[config.mk]
export PLATFORM = sky130hd
export DESIGN_NAME = dls_display_link_serdes
export DESIGN_NICKNAME = d
export VERILOG_FILES = /design/src/logic/dls_pkg.sv /design/src/logic/dls_display_link_serdes.sv
export SDC_FILE = /design/constraint.sdc
export NUM_CORES = 1
export LEC_CHECK = 0
export ABC_AREA = 1
export BUFFER_PORTS_ARGS = -buffer_cell sky130_fd_sc_hd__buf_2
export CORE_UTILIZATION = 52
export CTS_CLUSTER_DIAMETER = 150
export DETAILED_ROUTE_END_ITERATION = 7
export PLACE_DENSITY = 0.7
export SKIP_LAST_GASP = 1
export SLEW_MARGIN = 10
export SYNTH_ARGS = -nofsm -noshare
export SYNTH_HDL_FRONTEND = slang
export SYNTH_SLANG_ARGS = --single-unit
export TNS_END_PERCENT = 5
[constraint.sdc]
create_clock -name clk -period 4.4 [get_ports clk]
set_clock_uncertainty 0.05 [all_clocks]
set_input_delay 0.88 -clock clk [delete_from_list [all_inputs] [get_ports clk]]
set_output_delay 0.88 -clock clk [all_outputs]
set_load 0.01 [all_outputs]
[src/logic/dls_pkg.sv]
package dls_pkg;
  // ****************************************************************
  // link geometry
  // ****************************************************************
  localparam int DLS_LANES         = 4;
  localparam int DLS_BITS_PER_LANE = 7;
  localparam int DLS_WORD_W        = DLS_LANES * DLS_BITS_PER_LANE;
  localparam int DLS_SLOT_W        = 3;
  localparam logic [DLS_SLOT_W-1:0] DLS_SLOT_FIRST = 3'h0;
  localparam logic [DLS_SLOT_W-1:0] DLS_SLOT_LAST  = 3'h6;
  // forwarded clock is high in slots below this one
  localparam logic [DLS_SLOT_W-1:0] DLS_CLK_HI_SLOTS = 3'h4;

  // ****************************************************************
  // buffering and timing
  // ****************************************************************
  localparam int DLS_BUF_DEPTH   = 2;
  localparam int DLS_CNT_W       = 2;
  localparam logic [DLS_CNT_W-1:0] DLS_BUF_FULL = 2'h2;
  localparam logic [DLS_CNT_W-1:0] DLS_BUF_NONE = 2'h0;
  localparam int DLS_CLK_MHZ     = 50;
  // slowest legal parallel clock, and the missing-clock timeout
  localparam int DLS_PAR_MIN_MHZ = 20;
  localparam int DLS_IDLE_CYCLES = 64;
  localparam int DLS_FREE_HALF   = 16;
  localparam int DLS_TMR_W       = 16;

  // ****************************************************************
  // types
  // ****************************************************************
  typedef logic [DLS_WORD_W-1:0] dls_word_t;

  typedef struct packed {
    logic                 par_clk;
    logic                 edge_sel;
    logic                 sleep_n;
    logic                 fwd_clk;
    logic [DLS_LANES-1:0] lanes;
    dls_word_t            data;
  } dls_pins_t;

  typedef struct packed {
    logic [DLS_LANES-1:0] lane;
    logic                 clk;
  } dls_link_t;

  typedef enum {DLS_PLL_LOCKED, DLS_PLL_FREE} dls_pll_t;
endpackage : dls_pkg

[src/logic/dls_display_link_serdes.sv]
`timescale 1ns/1ps
// Notes on behaviour
// - capture whole word each parallel clock, four lanes
// - each lane carries seven bits per word
// - parallel clock stays within legal frequency range
// - default capture edge is rising
// - edge select picks rising or falling capture
// - sleep floats all serial lane and forwarded clock outputs
// - missing clock drops to low free-running rate
// - receiver rebuilds word from lanes and clock
// - receiver sleep drives all data outputs high
// - sleep or dead link holds clock output low
module dls_display_link_serdes
  import dls_pkg::*;
#(
  parameter int ACTIVE_LANES = DLS_LANES,
  parameter int IDLE_CYCLES  = DLS_IDLE_CYCLES,
  parameter int FREE_HALF    = DLS_FREE_HALF
) (
  input  wire logic                 clk,
  input  wire logic                 rst,
  input  wire logic                 par_clk_in,
  input  wire dls_word_t            par_data_in,
  input  wire logic                 strobe_edge_sel,
  input  wire logic                 sleep_n,
  output logic                      par_in_ready,
  output logic [DLS_LANES-1:0]      serial_lane_out,
  output logic [DLS_LANES-1:0]      serial_lane_oe,
  output logic                      fwd_clk_out,
  output logic                      fwd_clk_oe,
  input  wire logic [DLS_LANES-1:0] serial_lane_in,
  input  wire logic                 fwd_clk_in,
  output dls_word_t                 par_data_out,
  output logic                      recovered_clk_out
);
  localparam logic [DLS_TMR_W-1:0] IDLE_LIM = DLS_TMR_W'(IDLE_CYCLES);
  localparam logic [DLS_TMR_W-1:0] HALF_LIM = DLS_TMR_W'(FREE_HALF - 1);

  // ****************************************************************
  // input synchronisers
  // ****************************************************************
  dls_pins_t pins_raw, s1_r, s2_r;
  logic      pclk_d_r, rclk_d_r;
  assign pins_raw = '{par_clk: par_clk_in, edge_sel: strobe_edge_sel,
                      sleep_n: sleep_n, fwd_clk: fwd_clk_in,
                      lanes: serial_lane_in, data: par_data_in};
  always_ff @(posedge clk) begin
    if (rst) begin
      s1_r     <= '0;
      s2_r     <= '0;
      pclk_d_r <= 1'b0;
      rclk_d_r <= 1'b0;
    end else begin
      s1_r     <= pins_raw;
      s2_r     <= s1_r;
      pclk_d_r <= s2_r.par_clk;
      rclk_d_r <= s2_r.fwd_clk;
    end
  end

  logic awake, cap_edge, rx_edge;
  assign awake    = s2_r.sleep_n;
  assign cap_edge = s2_r.edge_sel ? (s2_r.par_clk & ~pclk_d_r)
                                  : (~s2_r.par_clk & pclk_d_r);
  assign rx_edge  = s2_r.fwd_clk & ~rclk_d_r;

  // ****************************************************************
  // two-entry capture buffer
  // ****************************************************************
  dls_word_t            buf_mem_r [DLS_BUF_DEPTH];
  logic                 wr_ptr_r, rd_ptr_r;
  logic [DLS_CNT_W-1:0] cnt_r;
  logic                 push, pop, busy_r;
  logic [DLS_SLOT_W-1:0] slot_r;
  dls_word_t            word_r;

  assign par_in_ready = (cnt_r != DLS_BUF_FULL);
  assign push = cap_edge & awake & par_in_ready;
  assign pop  = awake & (cnt_r != DLS_BUF_NONE)
              & (~busy_r | (slot_r == DLS_SLOT_LAST));

  always_ff @(posedge clk) begin
    if (rst || !awake) begin
      wr_ptr_r <= 1'b0;
      rd_ptr_r <= 1'b0;
      cnt_r    <= DLS_BUF_NONE;
    end else begin
      if (push) begin
        buf_mem_r[wr_ptr_r] <= s2_r.data;
        wr_ptr_r            <= ~wr_ptr_r;
      end
      if (pop) begin
        rd_ptr_r <= ~rd_ptr_r;
      end
      cnt_r <= DLS_CNT_W'(cnt_r + DLS_CNT_W'(push) - DLS_CNT_W'(pop));
    end
  end

  // ****************************************************************
  // serializer
  // ****************************************************************
  always_ff @(posedge clk) begin
    if (rst || !awake) begin
      busy_r <= 1'b0;
      slot_r <= DLS_SLOT_FIRST;
      word_r <= '0;
    end else if (pop) begin
      busy_r <= 1'b1;
      slot_r <= DLS_SLOT_FIRST;
      word_r <= buf_mem_r[rd_ptr_r];
    end else if (busy_r && slot_r == DLS_SLOT_LAST) begin
      busy_r <= 1'b0;
    end else if (busy_r) begin
      slot_r <= slot_r + 3'h1;
    end
  end

  // free-running fallback when the parallel clock stops
  dls_pll_t             pll_r;
  logic [DLS_TMR_W-1:0] idle_r, div_r;
  logic                 free_clk_r;
  always_ff @(posedge clk) begin
    if (rst) begin
      pll_r  <= DLS_PLL_LOCKED;
      idle_r <= '0;
    end else if (cap_edge) begin
      pll_r  <= DLS_PLL_LOCKED;
      idle_r <= '0;
    end else if (idle_r == IDLE_LIM) begin
      pll_r  <= DLS_PLL_FREE;
    end else begin
      idle_r <= idle_r + 16'h0001;
    end
  end

  always_ff @(posedge clk) begin
    if (rst || pll_r == DLS_PLL_LOCKED) begin
      div_r      <= '0;
      free_clk_r <= 1'b0;
    end else if (div_r == HALF_LIM) begin
      div_r      <= '0;
      free_clk_r <= ~free_clk_r;
    end else begin
      div_r <= div_r + 16'h0001;
    end
  end

  dls_link_t                 link_r;
  wire logic [DLS_LANES-1:0] lane_nxt;
  genvar gl;
  // per-lane bit select is combinational so one process owns link_r
  generate
    for (gl = 0; gl < DLS_LANES; gl++) begin : g_tx_lane
      assign lane_nxt[gl] = (gl < ACTIVE_LANES) && busy_r
        && word_r[gl*DLS_BITS_PER_LANE + int'(slot_r)];
    end
  endgenerate

  always_ff @(posedge clk) begin
    if (rst || !awake) begin
      link_r <= '0;
    end else begin
      link_r.lane <= lane_nxt;
      if (pll_r == DLS_PLL_FREE) begin
        link_r.clk <= free_clk_r;
      end else begin
        link_r.clk <= busy_r & (slot_r < DLS_CLK_HI_SLOTS);
      end
    end
  end

  assign serial_lane_out = link_r.lane;
  assign fwd_clk_out     = link_r.clk;
  assign serial_lane_oe  = {DLS_LANES{awake}};
  assign fwd_clk_oe      = awake;

  // ****************************************************************
  // deserializer
  // ****************************************************************
  logic                  rx_busy_r, rx_done_r, rx_dead_r;
  logic [DLS_SLOT_W-1:0] rx_slot_r, rx_slot;
  logic [DLS_TMR_W-1:0]  rx_idle_r;
  wire dls_word_t        rx_acc;
  logic                  rx_take;
  assign rx_take = awake & (rx_edge | rx_busy_r);
  assign rx_slot = rx_edge ? DLS_SLOT_FIRST : rx_slot_r;

  always_ff @(posedge clk) begin
    if (rst || !awake) begin
      rx_busy_r <= 1'b0;
      rx_slot_r <= DLS_SLOT_FIRST;
      rx_done_r <= 1'b0;
    end else begin
      rx_done_r <= rx_take & (rx_slot == DLS_SLOT_LAST);
      rx_busy_r <= rx_take & (rx_slot != DLS_SLOT_LAST);
      rx_slot_r <= rx_take ? rx_slot + 3'h1 : DLS_SLOT_FIRST;
    end
  end

  generate
    for (gl = 0; gl < DLS_LANES; gl++) begin : g_rx_lane
      // each lane owns its slice, so no two processes share a variable
      logic [DLS_BITS_PER_LANE-1:0] acc_r;
      always_ff @(posedge clk) begin
        if (rst) begin
          acc_r <= '0;
        end else if (rx_take && gl < ACTIVE_LANES) begin
          acc_r[rx_slot] <= s2_r.lanes[gl];
        end
      end
      assign rx_acc[gl*DLS_BITS_PER_LANE +: DLS_BITS_PER_LANE] = acc_r;
    end
  endgenerate

  always_ff @(posedge clk) begin
    if (rst) begin
      rx_idle_r <= '0;
      rx_dead_r <= 1'b1;
    end else if (rx_edge) begin
      rx_idle_r <= '0;
      rx_dead_r <= 1'b0;
    end else if (rx_idle_r == IDLE_LIM) begin
      rx_dead_r <= 1'b1;
    end else begin
      rx_idle_r <= rx_idle_r + 16'h0001;
    end
  end

  always_ff @(posedge clk) begin
    if (rst) begin
      par_data_out      <= '0;
      recovered_clk_out <= 1'b0;
    end else if (!awake) begin
      par_data_out      <= '1;
      recovered_clk_out <= 1'b0;
    end else begin
      if (rx_done_r) begin
        par_data_out <= rx_acc;
      end
      recovered_clk_out <= rx_done_r & ~rx_dead_r;
    end
  end
endmodule : dls_display_link_serdes

# Word-level counts from Yosys, hierarchy flattened

Memories as Yosys holds them, arrays and structs flattened. A register that Yosys moved wholly into a read port is not among the register bits.
Index checks and enable logic that the tools add are counted.

Memories kept: 1
Word-level logic and storage cells: 136
Bits in registers: 200
Bits in writable memories: 56
Output and inout bits: 40
Bits of input ports: 38

Multiplexer cells: 29
Reduce and logical (&&, ||, !) cells: 20
Add/subtract/negate cells: 10
$lt $le $gt $ge: 7
Equality and inequality tests: 8
Bitwise gates (word level): 25

Memory list:

| name      | depth | bits a word | rd ports | clocked after memory_dff | write ports | RTL line                      | source |
|---|---|---|---|---|---|---|---|
| buf_mem_r | 2     | 28          | 1        | 1                        | 1           | dls_display_link_serdes.sv:70 | `dls_word_t buf_mem_r [DLS_BUF_DEPTH];` |

Operators with widths:

| operator              | count |
|---|---|
| $mux 28               | 2 |
| $add 16x1->16 const B | 3 |
| $eq 16x7->1 const B   | 2 |
| $logic_not 32->1      | 1 |
| $bwmux 7              | 4 |
| $mux 1                | 17 |
| $eq 16x4->1 const B   | 1 |
| $bmux 1 s5            | 3 |
| $and 1x1->1           | 12 |
| $reduce_or 2->1       | 6 |
| $not 1->1             | 11 |
| $add 3x1->3 const B   | 2 |
| $add 5x3->6 const A   | 1 |
| $eq 3x3->1 const B    | 2 |
| $logic_and 1x1->1     | 6 |
| $lt 3x6->1 const B    | 1 |
| $lt 4x6->1 const B    | 1 |
| $lt 5x6->1 const B    | 1 |
| $lt 6x6->1 const B    | 1 |
| $reduce_bool 2->1     | 3 |
| $add 4x3->5 const A   | 1 |
| $add 3x3->4 const A   | 1 |
| $lt 3x4->1 const B    | 1 |
| $bmux 1 s3            | 1 |
| other kinds (13)      | 15 |

# Longest topological paths before layout

Gate-level depths: netlist of the first run.

Depth after elaboration: 8
Mapped depth: 12
Gate-level depth less buffers: 11

# Worst setup path before layout of the first run

OpenSTA, ideal clock, no wires.

Kind: input to register
Start: input port rst
End: memory buf_mem_r[0][0] in the netlist's numbering, enable pin
Required time: 3902 ps
Setup time: 448 ps
Cell stages on the path: 3
Arrival: 3259 ps
Buffers on the path: 2
Slack: 642 ps
Cell sequence: clkbuf_1 clkbuf_1 nor3_1

Cells in the longest elaborated chain, start to end: 3

RTL lines:

| element                      | RTL line                      | source |
|---|---|---|
| start, declared              | dls_display_link_serdes.sv:21 | `input wire logic rst,` |
| $logic_or 1x1->1             | dls_display_link_serdes.sv:83 | `if (rst \|\| !awake) begin` |
| $mux 1                       | dls_display_link_serdes.sv:83 |  |
| $mux 1 (not written as such) | dls_display_link_serdes.sv:89 | `buf_mem_r[wr_ptr_r] <= s2_r.data;` |
| end, declared                | dls_display_link_serdes.sv:70 |  |

Every way passes these cells.

# Final worst setup path of the first run

Start: register slot_r[0]
End: register cnt_r[1]

Cells in the longest elaborated chain, start to end: 4

RTL lines:

| element                | RTL line                       | source |
|---|---|---|
| start, declared        | dls_display_link_serdes.sv:74  | `logic [DLS_SLOT_W-1:0] slot_r;` |
| start signal, assigned | dls_display_link_serdes.sv:114 | `slot_r <= slot_r + 3'h1;` |
| $eq 3x3->1             | dls_display_link_serdes.sv:80  | `& (~busy_r \| (slot_r == DLS_SLOT_LAST));` |
| $or 1x1->1             | dls_display_link_serdes.sv:80  |  |
| $and 1x1->1            | dls_display_link_serdes.sv:80  |  |
| $sub 2x1->2            | dls_display_link_serdes.sv:95  | `cnt_r <= DLS_CNT_W'(cnt_r + DLS_CNT_W'(push) - DLS_CNT_W'(pop));` |
| end signal, assigned   | dls_display_link_serdes.sv:95  |  |
| end, declared          | dls_display_link_serdes.sv:72  | `logic [DLS_CNT_W-1:0] cnt_r;` |

Every way passes these cells.
A chain may end at the register's enable or synchronous reset.

==> results of run 1 <==
-- stage by stage --
stage          total power, uW  instances  area, sq um  worst slack (ns)
3_5_place_dp              2950       1642        11700              1.81
2_1_floorplan             2890       1333        11100             0.642
5_1_grt                   5340       1693        12600              1.52
6_report                  5160       1693        12600              1.78
4_1_cts                   5220       1693        12600              1.78
3_3_place_gp              2940       1642        11700              1.89
-- placed cells by master, fill, tap and decap left out, types with 11 or more instances in the layout --
| master | Yosys | layout |
|---|---|---|
| nand2_1 | 273 | 273 |
| dfxtp_1 | 228 | 228 |
| nor2_1 | 193 | 193 |
| inv_1 | 177 | 177 |
| a21oi_1 | 108 | 108 |
| buf_2 | 21 | 76 |
| nand3_1 | 65 | 65 |
| edfxtp_1 | 56 | 56 |
| o21ai_0 | 55 | 55 |
| clkbuf_16 | 0 | 29 |
| a31oi_1 | 23 | 23 |
| nand4_1 | 18 | 18 |
| ha_1 | 15 | 15 |
| nor3_1 | 13 | 11 |
-- where the power goes --
part           leakage (uW)  internal (uW)  total, uW  switching [uW]
clock              0.000436           1310       2270             958
combinational       0.00243           61.4        160            98.8
sequential          0.00238           2700       2730            25.5
-- cell type report --
cell class	count	share of cell area [%]
sequential	284	49.7
multi-input combinational	815	31.5
clock buffer	43	6.67
inverter	183	5.47
timing repair buffer	85	3.57
tap	275	2.74
clock inverter	8	0.359
-- synth_stat cells, drive strengths merged --
| cell type | count | share of area, % |
|---|---|---|
| a21boi | 1 | 0.068 |
| nand3b | 2 | 0.14 |
| nor2 | 212 | 8.8 |
| o211ai | 2 | 0.14 |
| and2 | 1 | 0.056 |
| a21oi | 110 | 5.1 |
| a31oi | 23 | 1.3 |
| nand3 | 65 | 2.9 |
| o211a | 1 | 0.090 |
| or2 | 1 | 0.056 |
| edfxtp | 56 | 15 |
| nand2 | 278 | 9.7 |
| xor2 | 9 | 0.71 |
| dfxtp | 228 | 41 |
| nor3 | 13 | 0.59 |
| clkbuf | 24 | 0.81 |
| a211oi | 1 | 0.068 |
| o21ai | 58 | 2.6 |
| nand4 | 18 | 1.0 |
| buf | 27 | 1.3 |
| inv | 183 | 6.2 |
| ha | 15 | 1.7 |
| xnor2 | 4 | 0.32 |
| o21a | 1 | 0.068 |
-- sequential cells by signal, summed over array words and instances, names as in the netlist, 2 cells and up --
name,count
idle_r,16
s2_r,35
par_data_out,28
rx_idle_r,16
div_r,16
buf_mem_r,56
rx_slot_r,3
cnt_r,2
s1_r,36
slot_r,3
g_rx_lane.acc_r,28
serial_lane_out,4
word_r,28
-- final timing paths --
kind,endpoint,slack (ns),depth (start not counted)
worst max-delay path,cnt_r[1],1.78,11
worst min register to register,fwd_clk_oe,0.35,2
worst max register to register,cnt_r[1],1.78,11
worst min-delay path,fwd_clk_oe,0.35,2
-- worst register-to-register path: cells and delay by family (launching register included) --
family,cells,cell delay (ns)
fa+ha+maj,3,0.75
buf+inv,3,0.58
compound gates,2,0.37
simple gates,2,0.35
flops,1,0.31
xor+xnor,1,0.13
-- kinds of logic (layout without fill, tap and decap cells) --
kind of cell	after synthesis	after routing	share of synthesized area, %
and+or+nand+nor	590	590	23.4
DFF	284	284	56.2
buffers and inverters	234	319	8.31
AOI/OAI and AO/OA	197	197	9.42
adders and majority gates	15	15	1.69
xor gates and xnor gates	13	13	1.02
-- per-layer routing --
| layer | routed length [um] | share of wire (%) |
|---|---|---|
| met1 | 9990 | 49 |
| met2 | 9540 | 46 |
| met3 | 687 | 3.3 |
| met4 | 330 | 1.6 |
| met5 | 0 | 0 |
==> results.md, run 1 <==
- I/O Buffers: 77
- Final core utilization: 59.8%
- GR Layer Usage met2: 32.7%
- WHS: 0.350 ns
- Die Y: 148 um
- Row cnt: 53
- Hold_sp: s1_r[33]
- Die footprint: 22000 sq um
- Seq/Total Area, Yosys: 56.2%
- Hold WC Path Type: register to register
- Nature of the critical path endpoint: register
- DRC viols: 0
- Final period util: 59.6%
- Relative slew slack: 24.7%
- Leakage: 0.00525 uW
- Mapped Nets: 1386
- Tot GR Track Use: 19.2%
- GPL Wtd Cong: 0.862
- Clk pin slew, worst setup/hold paths: 0.06 ns
- Most crowded layer after global routing: met2
- Post-DP HPWL: 13400 um
- IO Pins: 78
- Flops & latches, synth: 284
- Post-DR vias/cell: 4.91
- CP delay by family, top: adder cells
- Status: finished clean
- Mapped cell area: 11100 sq um
- Final min period: 2.62 ns
- Startpoint types: register
- CTS Hold Bufs: 0
- Grt met3 use: 2.64%
- CTS sink count: 284
- FF+latch area: 6250 sq um
- Kind of critical path: register to register
- Pin count of the biggest net entering global routing: 69
- Ant diodes: 0
- Critical Path Start: slot_r[0]
- Initial DRC Count: 459
- Slew at the pin with the worst max-slew slack: 1.13 ns
- # fillers: 1846
- Chip Width: 148 um
- CTS tree: yes
- RSZ-0062 raised after global routing: no
- Worst r2r src: slot_r[0]
- Required time worst endpoint: 4.81 ns
- Setup TNS: 0 ns
- Setup Buffers After CTS: 0
- Crit path max fanout: 33
- Drt pass-1 iters: 5
- Synthesis-to-finish area growth: 13.0%
- ANT nets after route: 0
- Cell mode on critical path: ha_1
- Maximum clock path buffer count: 3
- Max cap viols: 0
- Crit-path slowest cell: dfxtp_1
- Ys Warns: 0
- Area of the multi-input gates: 3960 sq um
- TritonCTS Buffers: 29
- Share of layout cells above drive strength 1: 11.4%
- Power per cell area: 410 nW/um^2
- CP max stage delay: 0.31 ns
- Initial antenna violation count: 0
- Clock Tree Root: clkbuf_16
- Distinct cell type count of the synthesized netlist: 35
- Met1 GRT Util: 25.6%
- CP Cell Sequence: buf_4, inv_2, ha_1, a21oi_2, nor2_2, ha_1, inv_1, ha_1, xnor2_1, or2_2, a21oi_1
- Core Region: 21000 sq um
- Via count: 8316
- H-tree depth: 1
- Syn Area/Cell: 8.34 sq um
- Worst path buffer plus inverter count: 3
- Clk_lat worst skew: 0.54 ns
- Final Max Slew Viols: 0
- Final WL: 20500 um
- Fmax: 0.381 GHz
- CTS-repair resized insts: 0
- Routed wire per std cell: 12.1 um
- Nets@finish: 1451
- Gr ovfl total: 0
- Setup violators final: 0
- Vias in the first global route: 7791
- Initial Util: 52.9%
- WP data arrival: 3.03 ns
- Maximum VDD drop: 0.326 mV
- Final Hold Fails: 0
- Cells after Synth: 1333
- Global-route wire length before repair: 35400 um
(Power assumes the default switching activity.)
==> inputs of run 2 (changes only) <==
--- a/config.mk
+++ b/config.mk
@@ -10,7 +10,7 @@
 export CORE_UTILIZATION = 52
 export CTS_CLUSTER_DIAMETER = 150
 export DETAILED_ROUTE_END_ITERATION = 7
-export PLACE_DENSITY = 0.7
+export PLACE_DENSITY = 0.73
 export SKIP_LAST_GASP = 1
 export SLEW_MARGIN = 10
 export SYNTH_ARGS = -nofsm -noshare
==> constraint.sdc (replaced) <==
create_clock -name clk -period 2.4 [get_ports clk]
set_clock_uncertainty 0.05 [all_clocks]
set_input_delay 0.48 -clock clk [delete_from_list [all_inputs] [get_ports clk]]
set_output_delay 0.48 -clock clk [all_outputs]
set_load 0.01 [all_outputs]
==> results.md, run 2 (synthesis gave the netlist of run 1 again) <==
- Global-route wire length before repair: 35400 um (about the same)
- Ant diodes: 0 (unchanged)
- Fmax: 0.478 GHz (+25%)
- CTS-repair resized insts: 0 (unchanged)
- Max cap viols: 0 (unchanged)
- IO Pins: 78 (unchanged)
- Row cnt: 53 (unchanged)
- Hold WC Path Type: input port to register
- Via count: 8386 (+0.84%)
- Relative slew slack: 37.2% (+13 points)
- Flop-to-flop setup slack: 0.31 ns (-1.47 ns)
- DRC viols: 0 (unchanged)
- Worst R2R End: cnt_r[1]
- Crit-path slowest cell: ha_1
- H-tree depth: 1 (unchanged)
- Max reg flops: 56 (unchanged)
- Pin count of the biggest net entering global routing: 93 (+35%)
- Maximum clock path buffer count: 3 (unchanged)
- Worst r2r src: s2_r[35]
- Worst hold path depth: 3 (+1)
- Final cell count without fillers: 1704 (+0.65%)
- Setup Buffers After CTS: 0 (unchanged)
- Final core utilization: 60.5% (+0.73 points)
- Grt met3 use: 2.76% (+0.12 points)
- Nature of the critical path endpoint: register
- Crit path max fanout: 5 (-85%)
- TritonCTS Buffers: 29 (unchanged)
- Commonest non-fill, non-tap cell in the layout: nand2_1
- Top flop regs: buf_mem_r: 56 flops, s1_r: 36 flops, s2_r: 35 flops
- Final period util: 87.2% (+28 points)
- Power per cell area: 762 nW/um^2 (+86%)
- Die Y: 148 um (unchanged)
- Final WL: 20500 um (about the same)
- Post-DP HPWL: 13600 um (+1.5%)
- CTS Hold Bufs: 0 (unchanged)
- Clock Tree Root: clkbuf_16
- Hold endpoint: s1_r[5]
- Post-DR vias/cell: 4.92 (+0.19%)
- Setup violators final: 0 (unchanged)
- Tot GR Track Use: 19.3% (+0.17 points)
- CP max stage delay: 0.33 ns (+0.02 ns)
- CTS sink count: 284 (unchanged)
- Critical Path Start: s2_r[35]
- Initial DRC Count: 377 (-18%)
- Leakage: 0.00534 uW (+1.8%)
- CTS tree: yes
- ANT nets after route: 0 (unchanged)
- Status: finished clean
- Kind of critical path: register to register
- Most frequent cells in the layout: 273 x nand2_1, 228 x dfxtp_1, 193 x nor2_1
- Slew at the pin with the worst max-slew slack: 0.941 ns (-0.187 ns)
- Placed insts: 1650 (+0.49%)
- GR Layer Usage met2: 33.0% (+0.38 points)
- Initial Util: 52.9% (unchanged)
- RSZ-0062 raised after global routing: no
- Vias in the first global route: 7874 (+1.1%)
- Biggest register: buf_mem_r
- Synthesis-to-finish area growth: 14.4%
- Startpoint types: register
- Core Region: 21000 sq um (unchanged)
- Die footprint: 22000 sq um (unchanged)
- Clk_lat worst skew: 0.55 ns (about the same)
- Share of layout cells above drive strength 1: 12.2% (+0.75 points)
- Chip Width: 148 um (unchanged)
- Maximum VDD drop: 0.507 mV (+55%)
- Nets@finish: 1459 (+0.55%)
- CP Cell Sequence: inv_1, nand2_1, o21ai_0, nand2_1, ha_1, inv_1, ha_1, xnor2_1, or2_2, a21oi_1
- GPL Wtd Cong: 0.855 (-0.79%)
- Final Hold Fails: 0 (unchanged)
- Gr ovfl total: 0 (unchanged)
- Most crowded layer after global routing: met2
- Required time worst endpoint: 2.83 ns (-1.98 ns)
- Worst-case reg-to-reg path depth: 10 (-1)
- Clk pin slew, worst setup/hold paths: 0.06 ns (about the same)
- Final Max Slew Viols: 0 (unchanged)
- I/O Buffers: 77 (unchanged)
- Hold_sp: par_data_in[5]
- Routed wire per std cell: 12.1 um (-0.64%)
- Final min period: 2.09 ns (-0.530 ns)
- Met1 GRT Util: 25.5% (-0.15 points)
- WP data arrival: 2.52 ns (-0.51 ns)
- Initial antenna violation count: 0 (unchanged)
- Drt pass-1 iters: 5 (unchanged)
==> run 2: changes by cell type in the layout (fill, tap and decap cells not counted) <==
cell	before	now
inv_8	0	1
clkinv_2	5	8
bufinv_16	0	1
buf_4	9	16
clkbuf_8	6	5
nor3_2	2	0
inv_6	1	0
nor3_4	0	2
buf_12	0	1
clkinv_1	1	0
inv_16	0	1
clkinvlp_4	1	0
clkbuf_16	29	30
==> run 2: final cells by class <==
| type | instances | area (sq um) |
|---|---|---|
| flip-flops and latches | 284 | 6250 |
| fillers | 1798 | 8310 |
| repair buffers | 93 | 520 |
| multi-input cells | 815 | 3970 |
| clock buffers | 43 | 850 |
| clock inverters | 11 | 101 |
| well taps | 275 | 344 |
| inverters | 183 | 687 |
==> run 2: stage by stage <==
step / worst slack [ns] / hold slack, ns / power (uW) / TNS, ns / area, sq um
global placement: 0.380 / 0.343 / 5400 / 0 / 11800
floorplan: -0.120 / 0.338 / 5300 / -6.80 / 11100
CTS: 0.298 / 0.0603 / 9790 / 0 / 12700
detailed placement: 0.311 / 0.342 / 5410 / 0 / 11800
finish: 0.308 / 0.0763 / 9690 / 0 / 12700
global route: 0.201 / 0.0759 / 10000 / 0 / 12700
==> run 2: power breakdown <==
part | switching, uW | leakage (uW) | total, uW | internal, uW
clock network | 1810 | 0.000476 | 4380 | 2570
registers | 43.8 | 0.00238 | 5000 | 4960
logic | 185 | 0.00248 | 301 | 116
total | 2040 | 0.00534 | 9690 | 7650
==> run 2: critical path: cells and delay by family, from the launching register on <==
family	cells	cell delay, ns
xor+xnor	1	0.13
compound gates	2	0.35
flops	1	0.30
simple gates	3	0.55
buf+inv	2	0.12
fa+ha+maj	2	0.51
==> run 2: layer usage <==
metal	vias up	routed length, um
met2	137	9530
met5	-	0
li1	4391	-
met3	39	747
met4	0	515
met1	3819	9750
==> run 2: worst max-delay path by stage <==
stage,endpoint,cells past startpoint
after floorplan,buf_mem_r[0][0],4
after global placement,cnt_r[1],10
after detailed placement,cnt_r[1],10
after CTS,cnt_r[1],10
after global routing,cnt_r[1],10
final,cnt_r[1],10
==> inputs of run 3 (changes only) <==
--- a/config.mk
+++ b/config.mk
@@ -5,7 +5,6 @@
 export SDC_FILE = /design/constraint.sdc
 export NUM_CORES = 1
 export LEC_CHECK = 0
-export ABC_AREA = 1
 export BUFFER_PORTS_ARGS = -buffer_cell sky130_fd_sc_hd__buf_2
 export CORE_UTILIZATION = 52
 export CTS_CLUSTER_DIAMETER = 150
==> results.md, run 3 <==
- Max reg flops: 56 (unchanged)
- # fillers: 1562 (-13%)
- Top-area cell type share of the netlist area: 43.0% (+2.0 points)
- Flops & latches, synth: 284 (unchanged)
- Worst-case reg-to-reg path depth: 8 (-2)
- Drt pass-1 iters: 4 (-1)
- Nature of the critical path endpoint: output pin
- Mapped Nets: 986 (-29%)
- Syn Area/Cell: 11.4 sq um (+36%)
- Placed insts: 1232 (-25%)
- Cells after Synth: 933 (-30%)
- Tot GR Track Use: 17.4% (-2.0 points)
- WHS: 0.0935 ns (+0.0172 ns)
- Post-DP HPWL: 11300 um (-17%)
- Final Max Slew Viols: 0 (unchanged)
- Clk_lat worst skew: 0.54 ns (about the same)
- EDFF count, synth: 56 (unchanged)
- Most common cell in the synthesized netlist: dfxtp_1
- I/O Buffers: 77 (unchanged)
- DRC viols: 0 (unchanged)
- TritonCTS Buffers: 28 (-3.4%)
- Leakage: 0.00447 uW (-16%)
- Global-route wire length before repair: 29200 um (-18%)
- Crit path max fanout: 29 (+24)
- Final core utilization: 62.0% (+1.5 points)
- Startpoint types: register
- Post-synth top cells: 228 x dfxtp_1, 111 x nor2_1, 87 x mux2i_1, 78 x nor2b_1, 56 x edfxtp_1
- Initial antenna violation count: 0 (unchanged)
- Top flop regs: buf_mem_r: 56 flops, s1_r: 36 flops, s2_r: 35 flops
- Pre-CTS setup slack: 0.314 ns (+0.00316 ns)
- Core Region: 19700 sq um (-6.2%)
- Flop-to-flop setup slack: 0.31 ns (about the same)
- Relative slew slack: 39.5% (+2.3 points)
- Status: finished clean
- Slew at the pin with the worst max-slew slack: 0.901 ns (-0.0404 ns)
- Synthesis-to-finish area growth: 15.3%
- Routed wire per std cell: 14.1 um (+17%)
- CP max stage delay: 0.39 ns (+0.06 ns)
- Row cnt: 51 (-3.8%)
- Max cap viols: 0 (unchanged)
- Int Power: 7930 uW (+3.7%)
- Power per cell area: 809 nW/um^2 (+6.2%)
- Final WL: 18100 um (-12%)
- Gate power share: 2.6% (-0.5 points)
- Post-synth ARST share: 0% (unchanged)
- H-tree depth: 1 (unchanged)
- Post-DR vias/cell: 5.20 (+5.7%)
- Setup TNS: 0 ns (unchanged)
- GPL Wtd Cong: 0.772 (-9.7%)
- Mapped cell area: 10600 sq um (-4.6%)
- Ys flop type: dfxtp_1
- RSZ-0062 raised after global routing: no
- CTS sink count: 284 (unchanged)
- Chip Width: 145 um (-2.3%)
- Hold WC Path Type: input port to register
- Seq/Total Area, Yosys: 58.9% (+2.7 points)
- Final Hold Fails: 0 (unchanged)
- Required time worst endpoint: 1.87 ns (-0.96 ns)
- Worst R2R End: cnt_r[1]
- CTS-repair resized insts: 0 (unchanged)
- Kind of critical path: register to output pin
- Final cell count without fillers: 1284 (-25%)
- CTS Hold Bufs: 0 (unchanged)
- WP data arrival: 1.65 ns (-0.87 ns)
- CTS tree: yes
- Net Sw Frac: 19.8% (-1.3 points)
- Via count: 6679 (-20%)
- Clock Tree Root: clkbuf_16
- Final period util: 90.7% (+3.6 points)
- Critical Path Start: fwd_clk_oe
- Maximum VDD drop: 0.517 mV (+1.9%)
- ANT nets after route: 0 (unchanged)
- Yosys top cell by area: dfxtp_1
- IO Pins: 78 (unchanged)
- Die footprint: 21000 sq um (-4.5%)
- Vias in the first global route: 5976 (-24%)
- Setup violators final: 0 (unchanged)
- Initial Util: 53.8% (+0.91 points)
- Ant diodes: 0 (unchanged)
- Area contributors post-synth: dfxtp_1 43%, edfxtp_1 16%, mux2i_1 8.2%
- Clock Power Share: 46.8% (+1.5 points)
- Initial DRC Count: 301 (-20%)
- Share of layout cells above drive strength 1: 15.9% (+3.7 points)
- Nets@finish: 1050 (-28%)
- Biggest register: buf_mem_r
- Psw: 1960 uW (-3.9%)
- Final min period: 2.18 ns (+0.0856 ns)
- CP Cell Sequence: buf_4, buf_4, buf_2
- Pin count of the biggest net entering global routing: 95 (+2.2%)
- Ys Warns: 0 (unchanged)
- Worst r2r src: pclk_d_r
- Fmax: 0.459 GHz (-3.9%)
- Sequential share of power: 50.6% (-1.0 points)
- Setup ws final: 0.223 ns (-0.0856 ns)
- Commonest non-fill, non-tap cell in the layout: dfxtp_1
- Gr ovfl total: 0 (unchanged)
- Cell mode on critical path: buf_4
- Clk pin slew, worst setup/hold paths: 0.06 ns (about the same)
- Die Y: 145 um (-2.3%)
- Maximum clock path buffer count: 3 (unchanged)
- CP Capture Point: serial_lane_oe[1]
- Crit-path slowest cell: dfxtp_1
- Setup Buffers After CTS: 0 (unchanged)
- Most frequent cells in the layout: 228 x dfxtp_1, 110 x nor2_1, 87 x mux2i_1
- Distinct cell type count of the synthesized netlist: 56 (+60%)
-- run 3: cell types whose count changed after synthesis, sizes merged, moves of 49 or more --
cell	before	now
a21oi	110	46
inv	183	14
mux2i	0	87
nand2	278	21
nor2	212	111
nor2b	0	78
o21ai	58	9
-- run 3: metrics by stage --
stage	cell area (sq um)	power [uW]
CTS	12200	10000
finish	12200	9890
global placement	11200	5360
floorplan	10600	5260
detailed placement	11200	5370
global route	12200	10200
-- run 3: area by class of cell --
| class | count | area (sq um) | share of cell area, % |
|---|---|---|---|
| flip-flops and latches | 284 | 6250 | 51.1 |
| multi-input cells | 576 | 4080 | 33.3 |
| clock buffers | 35 | 747 | 6.11 |
| repair buffers | 92 | 526 | 4.30 |
| well taps | 265 | 332 | 2.71 |
| clock inverters | 17 | 250 | 2.05 |
| inverters | 15 | 56.3 | 0.460 |
-- run 3: power groups by stage --
stage	Clock (uW)	Combinational, uW	Sequential, uW
floorplan	0	152	5110
global placement	0	251	5110
detailed placement	0	258	5110
CTS	4730	260	5010
global route	4950	288	5010
finish	4630	254	5010
-- run 3: how the worst min path moves through the flow --
stage / from / cells after the start / endpoint
2_1_floorplan: rx_dead_r / 1 / recovered_clk_out
3_3_place_gp: s2_r[9] / 0 / buf_mem_r[0][9]
3_5_place_dp: s2_r[9] / 0 / buf_mem_r[0][9]
4_1_cts: par_data_in[19] / 2 / s1_r[19]
5_1_grt: par_data_in[19] / 2 / s1_r[19]
6_report: par_data_in[17] / 2 / s1_r[17]
-- run 3: cell families (layout without fill, tap and decap cells) --
logic type,after synthesis,count (layout),share of synthesized area [%]
AND/OR/NAND/NOR,323,323,16.4
flip-flops,284,284,58.9
multiplexers,100,100,11.0
AO/OA/AOI/OAI,95,95,5.50
XOR/XNOR,43,43,3.55
buffers and inverters,73,159,2.96
adder cells (fa/ha/maj),15,15,1.77
-- run 3: per-layer routing --
metal  track usage [%]  up-vias  routed length, um
li1                  -     3389                  -
met1              22.3     3144               8430
met2              30.2      118               8620
met3              3.06       28                646
met4              4.71        0                363
met5                 0        -                  0
-- run 3: worst max-delay path, delay by kind of cell, from the launching register on --
kind | cells | cell delay [ns]
buffers and inverters | 3 | 0.72
DFF | 1 | 0.39
